## config.mk

```make
export PLATFORM = sky130hd
export DESIGN_NAME = wdk_top
export DESIGN_NICKNAME = d
export VERILOG_FILES = /design/src/verilog/wdk_pkg.sv /design/src/verilog/wdk_count.sv /design/src/verilog/wdk_tick.sv /design/src/verilog/wdk_top.sv
export VERILOG_INCLUDE_DIRS = /design/src /design/src/verilog
export SDC_FILE = /design/constraint.sdc
export NUM_CORES = 1
export LEC_CHECK = 0
export BUFFER_PORTS_ARGS = -buffer_cell sky130_fd_sc_hd__buf_2
export CORE_AREA = 4 4 90 92
export CTS_CLUSTER_DIAMETER = 120
export DETAILED_ROUTE_END_ITERATION = 8
export DIE_AREA = 0 0 94 96
export PLACE_DENSITY = 0.76
export SYNTH_ARGS = -nofsm -noshare
export SYNTH_HDL_FRONTEND = slang
export SYNTH_HIERARCHICAL = 1
export SYNTH_SLANG_ARGS = --single-unit
```

## constraint.sdc

```tcl
create_clock -name clk -period 3.3 [get_ports clk]
set_input_delay 0.99 -clock clk [delete_from_list [all_inputs] [get_ports clk]]
set_output_delay 0.99 -clock clk [all_outputs]
set_load 0.05 [all_outputs]
```

## src/verilog/wdk_consts.svh

```systemverilog
// Constants of the keyed watchdog: offsets, fields, resets, counts
`ifndef WDK_CONSTS_SVH
`define WDK_CONSTS_SVH
// ****************************************
// Register byte offsets
// ****************************************
`define WDK_OFS_CTRL     8'h00
`define WDK_OFS_CAUSE    8'h04
`define WDK_OFS_CLKCTL   8'h08
`define WDK_OFS_STATUS   8'h0C
`define WDK_OFS_IRQ_ST   8'h10
`define WDK_OFS_IRQ_MASK 8'h14
// ****************************************
// Fields
// ****************************************
`define WDK_KEY_MSB      7
`define WDK_KEY_LSB      3
`define WDK_PER_MSB      2
`define WDK_PER_LSB      0
`define WDK_KEY_ENABLE   5'h0A
`define WDK_KEY_DISABLE  5'h15
`define WDK_CAUSE_KEY    0
`define WDK_CLK_SRC      0
`define WDK_STAT_TO      0
`define WDK_IRQ_OVF      0
`define WDK_IRQ_KEY      1
// ****************************************
// Reset values and counts
// ****************************************
`define WDK_CTRL_RST     8'h53
`define WDK_KEY_FAULT_RC 2'h3
`define WDK_CNT_W        18
`endif

```

## src/verilog/wdk_pkg.sv

```systemverilog
// Types of the keyed watchdog
`default_nettype none
package wdk_pkg;
    // Key fault sequencer, Gray coded except the FIRE to IDLE step
    typedef enum logic [1:0] {
        WDK_FLT_IDLE  = 2'b00,
        WDK_FLT_ARMED = 2'b01,
        WDK_FLT_FIRE  = 2'b11
    } wdk_flt_t;
endpackage : wdk_pkg
`default_nettype wire

```

## src/verilog/wdk_count.sv

```systemverilog
// Watchdog counter with selectable division ratio
`timescale 1ns/1ns
`default_nettype none
`include "wdk_consts.svh"
module wdk_count (
    // Clock and reset
    input  wire logic       clk,
    input  wire logic       srst,
    // Control
    input  wire logic       tick,
    input  wire logic       run,
    input  wire logic       clear,
    input  wire logic [2:0] period_sel,
    // Result
    output logic            overflow,
    output logic [`WDK_CNT_W-1:0] count
);
    // Last count before wrap for each period code
    function automatic logic [`WDK_CNT_W-1:0] last_count(
        input logic [2:0] sel
    );
        logic [4:0] shift;
        case (sel)
            3'd0:    shift = 5'd8;
            3'd1:    shift = 5'd10;
            3'd2:    shift = 5'd12;
            3'd3:    shift = 5'd14;
            3'd4:    shift = 5'd15;
            3'd5:    shift = 5'd16;
            3'd6:    shift = 5'd17;
            default: shift = 5'd18;
        endcase
        last_count = `WDK_CNT_W'((19'h0_0001 << shift) - 19'h0_0001);
    endfunction : last_count

    logic at_end;
    assign at_end   = count >= last_count(period_sel);
    assign overflow = run & tick & at_end & ~clear;

    always_ff @(posedge clk) begin
        if (srst || clear || !run) begin
            count <= '0;
        end else if (tick) begin
            count <= at_end ? '0 : count + 1'b1;
        end
    end
endmodule : wdk_count
`default_nettype wire

```

## src/verilog/wdk_tick.sv

```systemverilog
// Slow clock source select and edge ticks
`timescale 1ns/1ns
`default_nettype none
module wdk_tick (
    // Clock and reset
    input  wire logic clk,
    input  wire logic srst,
    // Slow clocks
    input  wire logic external_slow_crystal,
    input  wire logic internal_slow_rc,
    input  wire logic slow_clock_source_select,
    // Ticks
    output logic      wdt_tick,
    output logic      rc_tick
);
    logic xtal_q;
    logic rc_q;

    always_ff @(posedge clk) begin
        if (srst) begin
            xtal_q <= 1'b0;
            rc_q   <= 1'b0;
        end else begin
            xtal_q <= external_slow_crystal;
            rc_q   <= internal_slow_rc;
        end
    end

    assign rc_tick  = internal_slow_rc & ~rc_q;
    // Source 1 is the crystal, 0 the RC
    assign wdt_tick = slow_clock_source_select ?
                      (external_slow_crystal & ~xtal_q) : rc_tick;
endmodule : wdk_tick
`default_nettype wire

```

## src/verilog/wdk_top.sv

```systemverilog
// Keyed watchdog timer with AHB-Lite registers
//
// Added by the designer: register access over AHB-Lite and the placing of the registers.
`timescale 1ns/1ns
`default_nettype none
`include "wdk_consts.svh"
module wdk_top (
    // Clock and reset
    input  wire logic        clk,
    input  wire logic        srst,
    // AHB-Lite slave
    input  wire logic        hsel,
    input  wire logic [31:0] haddr,
    input  wire logic [1:0]  htrans,
    input  wire logic        hwrite,
    input  wire logic [2:0]  hsize,
    input  wire logic [31:0] hwdata,
    input  wire logic        hready,
    output logic      [31:0] hrdata,
    output logic             hreadyout,
    output logic             hresp,
    // Slow clocks
    input  wire logic        external_slow_crystal,
    input  wire logic        internal_slow_rc,
    // Core events
    input  wire logic        clear_watchdog_instruction,
    input  wire logic        halt_instruction,
    input  wire logic        low_power_mode,
    input  wire logic        external_reset_pin_n,
    // Reset requests and interrupt
    output logic             device_reset,
    output logic             pc_sp_clear,
    output logic             irq
);
    // ****************************************
    // Internal signals
    // ****************************************
    logic [7:0]             watchdog_control;
    logic                   key_fault_reset_flag;
    logic                   slow_clock_source_select;
    logic                   timeout_flag;
    logic [1:0]             irq_status;
    logic [1:0]             irq_mask;
    logic                   wdt_tick;
    logic                   rc_tick;
    logic                   overflow;
    logic [`WDK_CNT_W-1:0]  count;
    logic                   run;
    logic                   key_bad;
    logic                   key_fault;
    logic                   cnt_clear;
    logic [4:0]             key;
    logic [1:0]             rc_seen;
    wdk_pkg::wdk_flt_t      flt_state;
    wdk_pkg::wdk_flt_t      next_flt_state;
    logic                   wr_pend;
    logic [7:0]             wr_addr;
    logic                   wr_en;
    logic                   rd_req;
    logic                   wr_ctrl;
    logic                   wr_cause;
    logic                   wr_clkctl;
    logic                   wr_status;
    logic                   wr_irq_st;
    logic                   wr_irq_mask;
    logic                   ovf_full;
    logic                   ovf_part;

    // ****************************************
    // Bus slave
    // ****************************************
    assign hreadyout = 1'b1;
    assign hresp     = 1'b0;
    assign rd_req    = hsel & hready & htrans[1] & ~hwrite;

    // Register decode shared by read and write
    function automatic logic [2:0] reg_index(input logic [7:0] a);
        case (a)
            `WDK_OFS_CTRL:     reg_index = 3'd1;
            `WDK_OFS_CAUSE:    reg_index = 3'd2;
            `WDK_OFS_CLKCTL:   reg_index = 3'd3;
            `WDK_OFS_STATUS:   reg_index = 3'd4;
            `WDK_OFS_IRQ_ST:   reg_index = 3'd5;
            `WDK_OFS_IRQ_MASK: reg_index = 3'd6;
            default:           reg_index = 3'd0;
        endcase
    endfunction : reg_index

    // Read word of one register, upper bits zero
    function automatic logic [31:0] read_word(input logic [2:0] idx);
        case (idx)
            3'd1:    read_word = {24'h00_0000, watchdog_control};
            3'd2:    read_word = {31'h0000_0000, key_fault_reset_flag};
            3'd3:    read_word = {31'h0000_0000, slow_clock_source_select};
            3'd4:    read_word = {31'h0000_0000, timeout_flag};
            3'd5:    read_word = {30'h0000_0000, irq_status};
            3'd6:    read_word = {30'h0000_0000, irq_mask};
            default: read_word = 32'h0000_0000;
        endcase
    endfunction : read_word

    // Address phase capture for writes
    always_ff @(posedge clk) begin
        if (srst) begin
            wr_pend <= 1'b0;
        end else if (hready) begin
            wr_pend <= hsel & htrans[1] & hwrite;
        end
    end

    always_ff @(posedge clk) begin
        if (srst) begin
            wr_addr <= 8'h00;
        end else if (hready) begin
            wr_addr <= haddr[7:0];
        end
    end

    assign wr_en = wr_pend;

    // ****************************************
    // Write strobes
    // ****************************************
    // One strobe per register in the data phase
    always_comb begin
        wr_ctrl     = 1'b0;
        wr_cause    = 1'b0;
        wr_clkctl   = 1'b0;
        wr_status   = 1'b0;
        wr_irq_st   = 1'b0;
        wr_irq_mask = 1'b0;
        if (wr_en) begin
            case (reg_index(wr_addr))
                3'd1:    wr_ctrl     = 1'b1;
                3'd2:    wr_cause    = 1'b1;
                3'd3:    wr_clkctl   = 1'b1;
                3'd4:    wr_status   = 1'b1;
                3'd5:    wr_irq_st   = 1'b1;
                3'd6:    wr_irq_mask = 1'b1;
                default: wr_ctrl     = 1'b0;
            endcase
        end
    end

    // Read data registered at the address phase
    always_ff @(posedge clk) begin
        if (srst) begin
            hrdata <= 32'h0000_0000;
        end else if (rd_req) begin
            hrdata <= read_word(reg_index(haddr[7:0]));
        end
    end

    // ****************************************
    // Control register
    // ****************************************
    always_ff @(posedge clk) begin
        if (srst) begin
            watchdog_control <= `WDK_CTRL_RST;
        end else if (key_fault) begin
            watchdog_control <= `WDK_CTRL_RST;
        end else if (wr_ctrl) begin
            watchdog_control <= hwdata[7:0];
        end
    end

    always_ff @(posedge clk) begin
        if (srst) begin
            slow_clock_source_select <= 1'b0;
        end else if (wr_clkctl) begin
            slow_clock_source_select <= hwdata[`WDK_CLK_SRC];
        end
    end

    assign key     = watchdog_control[`WDK_KEY_MSB:`WDK_KEY_LSB];
    assign run     = (key == `WDK_KEY_ENABLE);
    assign key_bad = (key != `WDK_KEY_ENABLE) && (key != `WDK_KEY_DISABLE);

    // ****************************************
    // Key fault sequencer
    // ****************************************
    always_comb begin
        next_flt_state = flt_state;
        case (flt_state)
            wdk_pkg::WDK_FLT_IDLE: begin
                if (key_bad) begin
                    next_flt_state = wdk_pkg::WDK_FLT_ARMED;
                end
            end
            wdk_pkg::WDK_FLT_ARMED: begin
                if (!key_bad) begin
                    next_flt_state = wdk_pkg::WDK_FLT_IDLE;
                end else if (rc_tick && rc_seen == `WDK_KEY_FAULT_RC - 2'h1) begin
                    next_flt_state = wdk_pkg::WDK_FLT_FIRE;
                end
            end
            wdk_pkg::WDK_FLT_FIRE: begin
                next_flt_state = wdk_pkg::WDK_FLT_IDLE;
            end
            default: begin
                next_flt_state = wdk_pkg::WDK_FLT_IDLE;
            end
        endcase
    end

    always_ff @(posedge clk) begin
        if (srst) begin
            flt_state <= wdk_pkg::WDK_FLT_IDLE;
        end else begin
            flt_state <= next_flt_state;
        end
    end

    // RC edges seen since the key went bad
    always_ff @(posedge clk) begin
        if (srst || flt_state != wdk_pkg::WDK_FLT_ARMED) begin
            rc_seen <= 2'h0;
        end else if (rc_tick) begin
            rc_seen <= rc_seen + 2'h1;
        end
    end

    assign key_fault = (flt_state == wdk_pkg::WDK_FLT_FIRE);

    // ****************************************
    // Counter
    // ****************************************
    assign cnt_clear = clear_watchdog_instruction
                     | halt_instruction
                     | ~external_reset_pin_n
                     | key_fault;

    wdk_tick u_tick (
        .clk                      (clk),
        .srst                     (srst),
        .external_slow_crystal    (external_slow_crystal),
        .internal_slow_rc         (internal_slow_rc),
        .slow_clock_source_select (slow_clock_source_select),
        .wdt_tick                 (wdt_tick),
        .rc_tick                  (rc_tick)
    );

    wdk_count u_count (
        .clk        (clk),
        .srst       (srst),
        .tick       (wdt_tick),
        .run        (run),
        .clear      (cnt_clear),
        .period_sel (watchdog_control[`WDK_PER_MSB:`WDK_PER_LSB]),
        .overflow   (overflow),
        .count      (count)
    );

    // ****************************************
    // Reset requests
    // ****************************************
    // Overflow outcome depends on the power mode
    assign ovf_full = overflow & ~low_power_mode;
    assign ovf_part = overflow & low_power_mode;

    always_ff @(posedge clk) begin
        if (srst) begin
            device_reset <= 1'b0;
        end else begin
            device_reset <= key_fault | ovf_full;
        end
    end

    always_ff @(posedge clk) begin
        if (srst) begin
            pc_sp_clear <= 1'b0;
        end else begin
            pc_sp_clear <= ovf_part;
        end
    end

    // ****************************************
    // Flags
    // ****************************************
    always_ff @(posedge clk) begin
        if (srst) begin
            key_fault_reset_flag <= 1'b0;
        end else if (key_fault) begin
            key_fault_reset_flag <= 1'b1;
        end else if (wr_cause) begin
            key_fault_reset_flag <= hwdata[`WDK_CAUSE_KEY];
        end
    end

    always_ff @(posedge clk) begin
        if (srst) begin
            timeout_flag <= 1'b0;
        end else if (overflow) begin
            timeout_flag <= 1'b1;
        end else if (halt_instruction) begin
            timeout_flag <= 1'b0;
        end else if (wr_status && hwdata[`WDK_STAT_TO]) begin
            timeout_flag <= 1'b0;
        end
    end

    // ****************************************
    // Interrupts
    // ****************************************
    always_ff @(posedge clk) begin
        if (srst) begin
            irq_status <= 2'h0;
        end else begin
            for (int i = 0; i < 2; i++) begin
                if ((i == `WDK_IRQ_OVF && overflow) || (i == `WDK_IRQ_KEY && key_fault)) begin
                    irq_status[i] <= 1'b1;
                end else if (wr_irq_st && hwdata[i]) begin
                    irq_status[i] <= 1'b0;
                end
            end
        end
    end

    always_ff @(posedge clk) begin
        if (srst) begin
            irq_mask <= 2'h0;
        end else if (wr_irq_mask) begin
            irq_mask <= hwdata[1:0];
        end
    end

    assign irq = |(irq_status & irq_mask);
endmodule : wdk_top
`default_nettype wire
```

Yosys cells after proc, flatten, opt, wreduce, memory -nomap -nowiden
Index checks and enable logic that the tools add are counted.

Bits in registers: 82. Latch bits: 0. RAM bits: 0. Memory bits (read-only): 0. Bits of input ports: 80. Output and inout port bits: 37. Word-level logic and storage cells: 136. Memories: 0.

Add/sub/neg operators: 3. Multiply operators: 0. Div/mod/pow operators: 0. $lt $le $gt $ge: 1. Equal/unequal tests: 37. Shift operators: 1. Mux-type cells: 34. Bitwise gates (word level): 23. Reduce and logical (&&, ||, !) cells: 20.

Operators with widths (number): 8-bit one-hot mux with 6 select lines (1); 3-bit one-hot mux with 6 select lines (2); 5-bit one-hot mux with 7 select lines (1); 8-bit by 4-bit equality test with 1-bit output, second input constant (4); 8-bit by 5-bit equality test with 1-bit output, second input constant (4); 3-bit equality test, second input constant (9); 1-bit two-way mux (22); 18-bit by 1-bit adder with 18-bit output, second input constant (1); 3-bit by 2-bit equality test with 1-bit output, second input constant (6); 18-bit >= comparator (1); 18-bit two-way mux (1); 1-bit by 5-bit left shift with 18-bit output, first input constant (1); 18-bit by 1-bit subtractor with 18-bit output, second input constant (1); 8-bit by 3-bit equality test with 1-bit output, second input constant (2); 8-bit logical NOT (2); 1-bit AND (12); 3-bit by 1-bit equality test with 1-bit output, second input constant (3); 3-bit two-way mux (3); 2-bit two-way mux (3); 1-bit inverter (6); 2-bit nonzero test (3); 5-bit by 4-bit equality test with 1-bit output, second input constant (1); 1-bit logical AND (5); 5-bit by 4-bit inequality test with 1-bit output, second input constant (1); 17 further kinds (24).

Logic depth before layout (Yosys ltp)
Depth in word-level cells: 10. Gate-level depth with buffers: 10. Gate-level depth less buffers: 9.

Cells and area by module
The synthesis kept the hierarchy.

By module, submodules not included: wdk_top (times used 1, cells an instance 195, area each 1796.7 um^2, sequential area each 760.7 um^2); wdk_count (times used 1, cells an instance 140, area each 1262.5 um^2, sequential area each 360.3 um^2); wdk_tick (times used 1, cells an instance 8, area each 88.8 um^2, sequential area each 40.0 um^2).

Least setup slack after synthesis
No wires, ideal clock.

Path kind: input -> register. Start: input port internal_slow_rc. End: register u_count.count[12]. Library setup time: 0.122 ns. Data arrival time: 2.284 ns. Data required time: 3.178 ns. Setup slack: 0.894 ns. Stages: 8. Path buffers: 1. Cells stage by stage: nor2b_4 -> o2bb2ai_2 -> buf_2 -> and4_1 -> and4_1 -> and4_1 -> xnor2_1 -> nor3_2.

Longest elaborated chain between the ends: 2.

Ends and longest elaborated chain: start, declared (line wdk_top.sv:24) `input wire logic internal_slow_rc,`; 1-bit AND (line wdk_tick.sv:29) `assign rc_tick = internal_slow_rc & ~rc_q;`; 1-bit two-way mux (line wdk_tick.sv:31) `assign wdt_tick = slow_clock_source_select ?`; via wdt_tick (line wdk_top.sv:44) `logic wdt_tick;`; end signal, assigned (line wdk_count.sv:44) `count <= at_end ? '0 : count + 1'b1;`; end, declared (line wdk_count.sv:16) `` output logic [`WDK_CNT_W-1:0] count ``.

The timed path passes the listed nets, and every way through them passes these cells. A chain may end at the register's enable or synchronous reset.

Worst setup path in the final report
Start: register watchdog_control[2]. End: register pc_sp_clear.

Longest elaborated chain between the ends: 8. Elaborated cells between the ends (all ways): 14. Classes of those cells: add/sub: 1; order compare: 1; eq/ne: 6; shift: 1; mux: 1; bitwise: 3; reduce/logical: 1.

Ends and longest elaborated chain: start, declared (line wdk_top.sv:38) `logic [7:0] watchdog_control;`; start signal, assigned (line wdk_top.sv:159) `` watchdog_control <= `WDK_CTRL_RST; ``; start signal, assigned (line wdk_top.sv:161) `` watchdog_control <= `WDK_CTRL_RST; ``; start signal, assigned (line wdk_top.sv:163) `watchdog_control <= hwdata[7:0];`; 3-bit equality test (tied with other cells) (line wdk_count.sv:23) `case (sel)`; 5-bit one-hot mux with 7 select lines * (line wdk_count.sv:23); 1-bit by 5-bit left shift with 18-bit output * (line wdk_count.sv:33) `` last_count = `WDK_CNT_W'((19'h0_0001 << shift) - 19'h0_0001); ``; 18-bit by 1-bit subtractor with 18-bit output * (line wdk_count.sv:33); 18-bit >= comparator * (line wdk_count.sv:37) `assign at_end = count >= last_count(period_sel);`; 1-bit AND * (2 in a row) (line wdk_count.sv:38) `assign overflow = run & tick & at_end & ~clear;`; via overflow (line wdk_top.sv:46) `logic overflow;`; 1-bit AND * (line wdk_top.sv:259) `assign ovf_part = overflow & low_power_mode;`; end signal, assigned (line wdk_top.sv:273) `pc_sp_clear <= ovf_part;`; end, declared (line wdk_top.sv:32) `output logic pc_sp_clear,`.

Mark *: on every way through the listed nets, which the timed path passes. The rest lies on a longest branch.

==> run summary <==
Dpl cell area: 3310 um^2
Vias: 2504
Post_cts resized: 0
Die area: 9020 um^2
Global placement routability congestion: 0.795
Htree depth: 3
Total CTS buffers: 9
Total wire length: 6.47 mm
Largest net degree at the start of global routing: 34
Yosys cell types: 48
Final setup fails: 0
Critical Path RT: 3560 ps
Fin. max-slew vios: 0
Switching Share: 27.0%
Reg-to-reg slack, setup: 480 ps
Max Buffers Root-to-Sink: 2
Worst-Skew Late Latency: 330 ps
Postcts setup bufs: 0
Cell Area, Synth: 3150 um^2
Clk root buf: clkbuf_8
Switch Pwr: 0.404 mW
Top-count cell post-synth: dfxtp_1
Post-CTS Hold Fix Bufs: 0
Synth area leaders: dfxtp_1 (37%), mux2i_1 (7.9%), buf_4 (6.4%)
# rows: 31
Status: finished, final reports clean
Number of enable flip-flop cells after synthesis: 0
Clk slew on worst S/H paths: 70 ps
Crit path launch type: flip-flop
RSZ-0062 raised after global routing: no
Hold Fails Final Rpt: 0
Final Instance Area: 3500 um^2
Int Power: 1.09 mW
Initial DRT Pass Iterations: 4
Wire per inst: 13.4 um
All-layer global routing usage: 15.4%
Cell leakage power: 1.43 nW
Sequential area share after synthesis: 36.9%
Initial DRC Count: 141
I/O pin count: 117
I/O Buffers: 38
DP Wirelength: 4.89 mm
Final Worst Setup Slack: 480 ps
Clock skew: 6.65 ps
Crit path cell chain: nor3_1 > ha_1 > nand2_1 > nor4_2 > o2111ai_2 > a21boi_4 > and3b_1 > nand2_1 > nor2_1
Synth top area share: 36.9%
Vias in the first global route: 2433
Initial antenna violation count: 0
Fin crit share: 85.4%
CTS sink count: 58
Post-synthesis cell count: 343
Setup WS pre-CTS: 476 ps
Part of the power in the clock network: 42.3%
Top cells by count, synth: dfxtp_1 (58), nor2_1 (42), buf_4 (27)
Grt ovf: 0
Post-synth ARST share: 0%
Synth area leader: dfxtp_1
Worst path max stage delay: 570 ps
Nets: 476
Setup CP Type: reg -> reg
Logic pwr share: 9.6%
Slew HR: 58.7%
Fraction of layout cells with a size suffix above 1: 20.0%
Drt drc: 0
Flop pwr share: 48.1%
Syn Area/Cell: 9.18 um^2
Crit path time final: 2820 ps
Hold Crit Class: reg -> reg
Slew @ Worst Pin: 618 ps
Ys flop type: dfxtp_1
Vias/cell: 5.17
TritonCTS clock tree: yes
CP endpoint kind: flip-flop
Final ANT Viol Nets: 0
Initial Util: 43.6%
YS warnings: 6
Max Freq: 355 MHz
ANT cells: 0
Worst IR Drop VDD: 0.248 mV
First-pass GRT wire length: 11.0 mm
Max-cap viol count: 0
Final sum of negative setup slack: 0 ps
Crit-path slowest cell: dfxtp_1
Worst Path Max Fanout: 16
Core area: 7210 um^2
Flop and latch count out of synthesis: 58
Die width: 94 um
Cell mode on critical path: nand2_1
Worst endpoint data arrival time: 3080 ps
Pwr Density: 427 nW/um^2
Die Span Y: 96 um
Area grow syn2layout: 11.2%
## cell usage in the layout (no fill, tap or decap), types with 3 or more instances in the layout
| cell | n |
|---|---|
| nand3b_1 | 3 |
| nand2b_1 | 5 |
| and4_1 | 4 |
| buf_2 | 38 |
| a21oi_1 | 13 |
| nand3_1 | 11 |
| o31ai_1 | 3 |
| xor2_1 | 9 |
| nand2_1 | 23 |
| nor2b_1 | 3 |
| mux2i_1 | 25 |
| nand4b_1 | 3 |
| ha_1 | 16 |
| clkbuf_8 | 9 |
| nor3_1 | 11 |
| conb_1 | 29 |
| dfxtp_1 | 58 |
| nor2_1 | 42 |
| nor4_1 | 3 |
| clkinv_2 | 3 |
| and3_1 | 3 |
| nand4_1 | 8 |
| nor3_2 | 10 |
| inv_1 | 5 |
| a22oi_1 | 7 |
| a211oi_1 | 3 |
| o21ai_0 | 4 |
| xnor2_1 | 7 |
## registers in the layout (all words and copies together) (netlist names)
register / flops
u_count/count: 18
hrdata: 8
watchdog_control: 8
wr_addr: 8
flt_state: 2
irq_mask: 2
irq_status: 2
rc_seen: 2
device_reset: 1
key_fault_reset_flag: 1
pc_sp_clear: 1
slow_clock_source_select: 1
timeout_flag: 1
u_tick/rc_q: 1
u_tick/xtal_q: 1
wr_en: 1
## final cells by class
type	count	area [um^2]
clock buffer	9	124
clock inverter	7	70.1
fill	686	3710
inverter	5	18.8
multi-input combinational	267	1810
sequential	58	1160
tap	99	124
timing repair buffer	39	198
## critical path, delay by kind of cell (launching register included)
kind	cells	cell delay, ps
flops	1	570
compound gates	2	790
simple gates	6	1060
fa+ha+maj	1	330
## cells by family (layout without fill, tap and decap cells)
kind of cell | Yosys count | in the layout | share of synthesized area [%]
compound gates | 39 | 39 | 9.02
buf+inv | 44 | 60 | 8.86
simple gates | 142 | 142 | 26.1
xor+xnor | 16 | 16 | 4.45
fa+ha+maj | 16 | 16 | 6.36
other cells | 3 | 29 | 0.358
flops | 58 | 58 | 36.9
mux | 25 | 25 | 7.95
## through the flow
| step | cells | util, % | hold WS [ps] | power [mW] |
|---|---|---|---|---|
| after floorplan | 369 | - | 446 | 0.867 |
| after global placement | 468 | 45.8 | 452 | 0.873 |
| after detailed placement | 468 | 45.8 | 462 | 0.876 |
| after CTS | 484 | 48.5 | 474 | 1.51 |
| after global routing | 484 | 48.5 | 496 | 1.56 |
| final | 484 | 48.5 | 472 | 1.49 |
## layer usage
metal / vias up / routed length, um / GRT usage (%)
met1: 1169 / 2910 / 19.7
met4: 0 / 147 / 8.42
met5: - / 0 / 0
li1: 1237 / - / -
met2: 83 / 3020 / 24.0
met3: 15 / 396 / 3.75
## power groups by stage
stage                     registers, mW  clock network (mW)  logic (mW)
after global routing              0.718               0.685       0.154
final                             0.718               0.632       0.143
after CTS                         0.717               0.653       0.142
after global placement            0.733                   0       0.140
after detailed placement          0.734                   0       0.142
after floorplan                   0.731                   0       0.136
## final timing paths
check	from	endpoint	depth (start not counted)
max reg2reg	watchdog_control[2]	pc_sp_clear	9
min reg2reg	flt_state[1]	flt_state[0]	1
min	flt_state[1]	flt_state[0]	1
max	watchdog_control[2]	pc_sp_clear	9
Power figures use the tool's default switching activity.
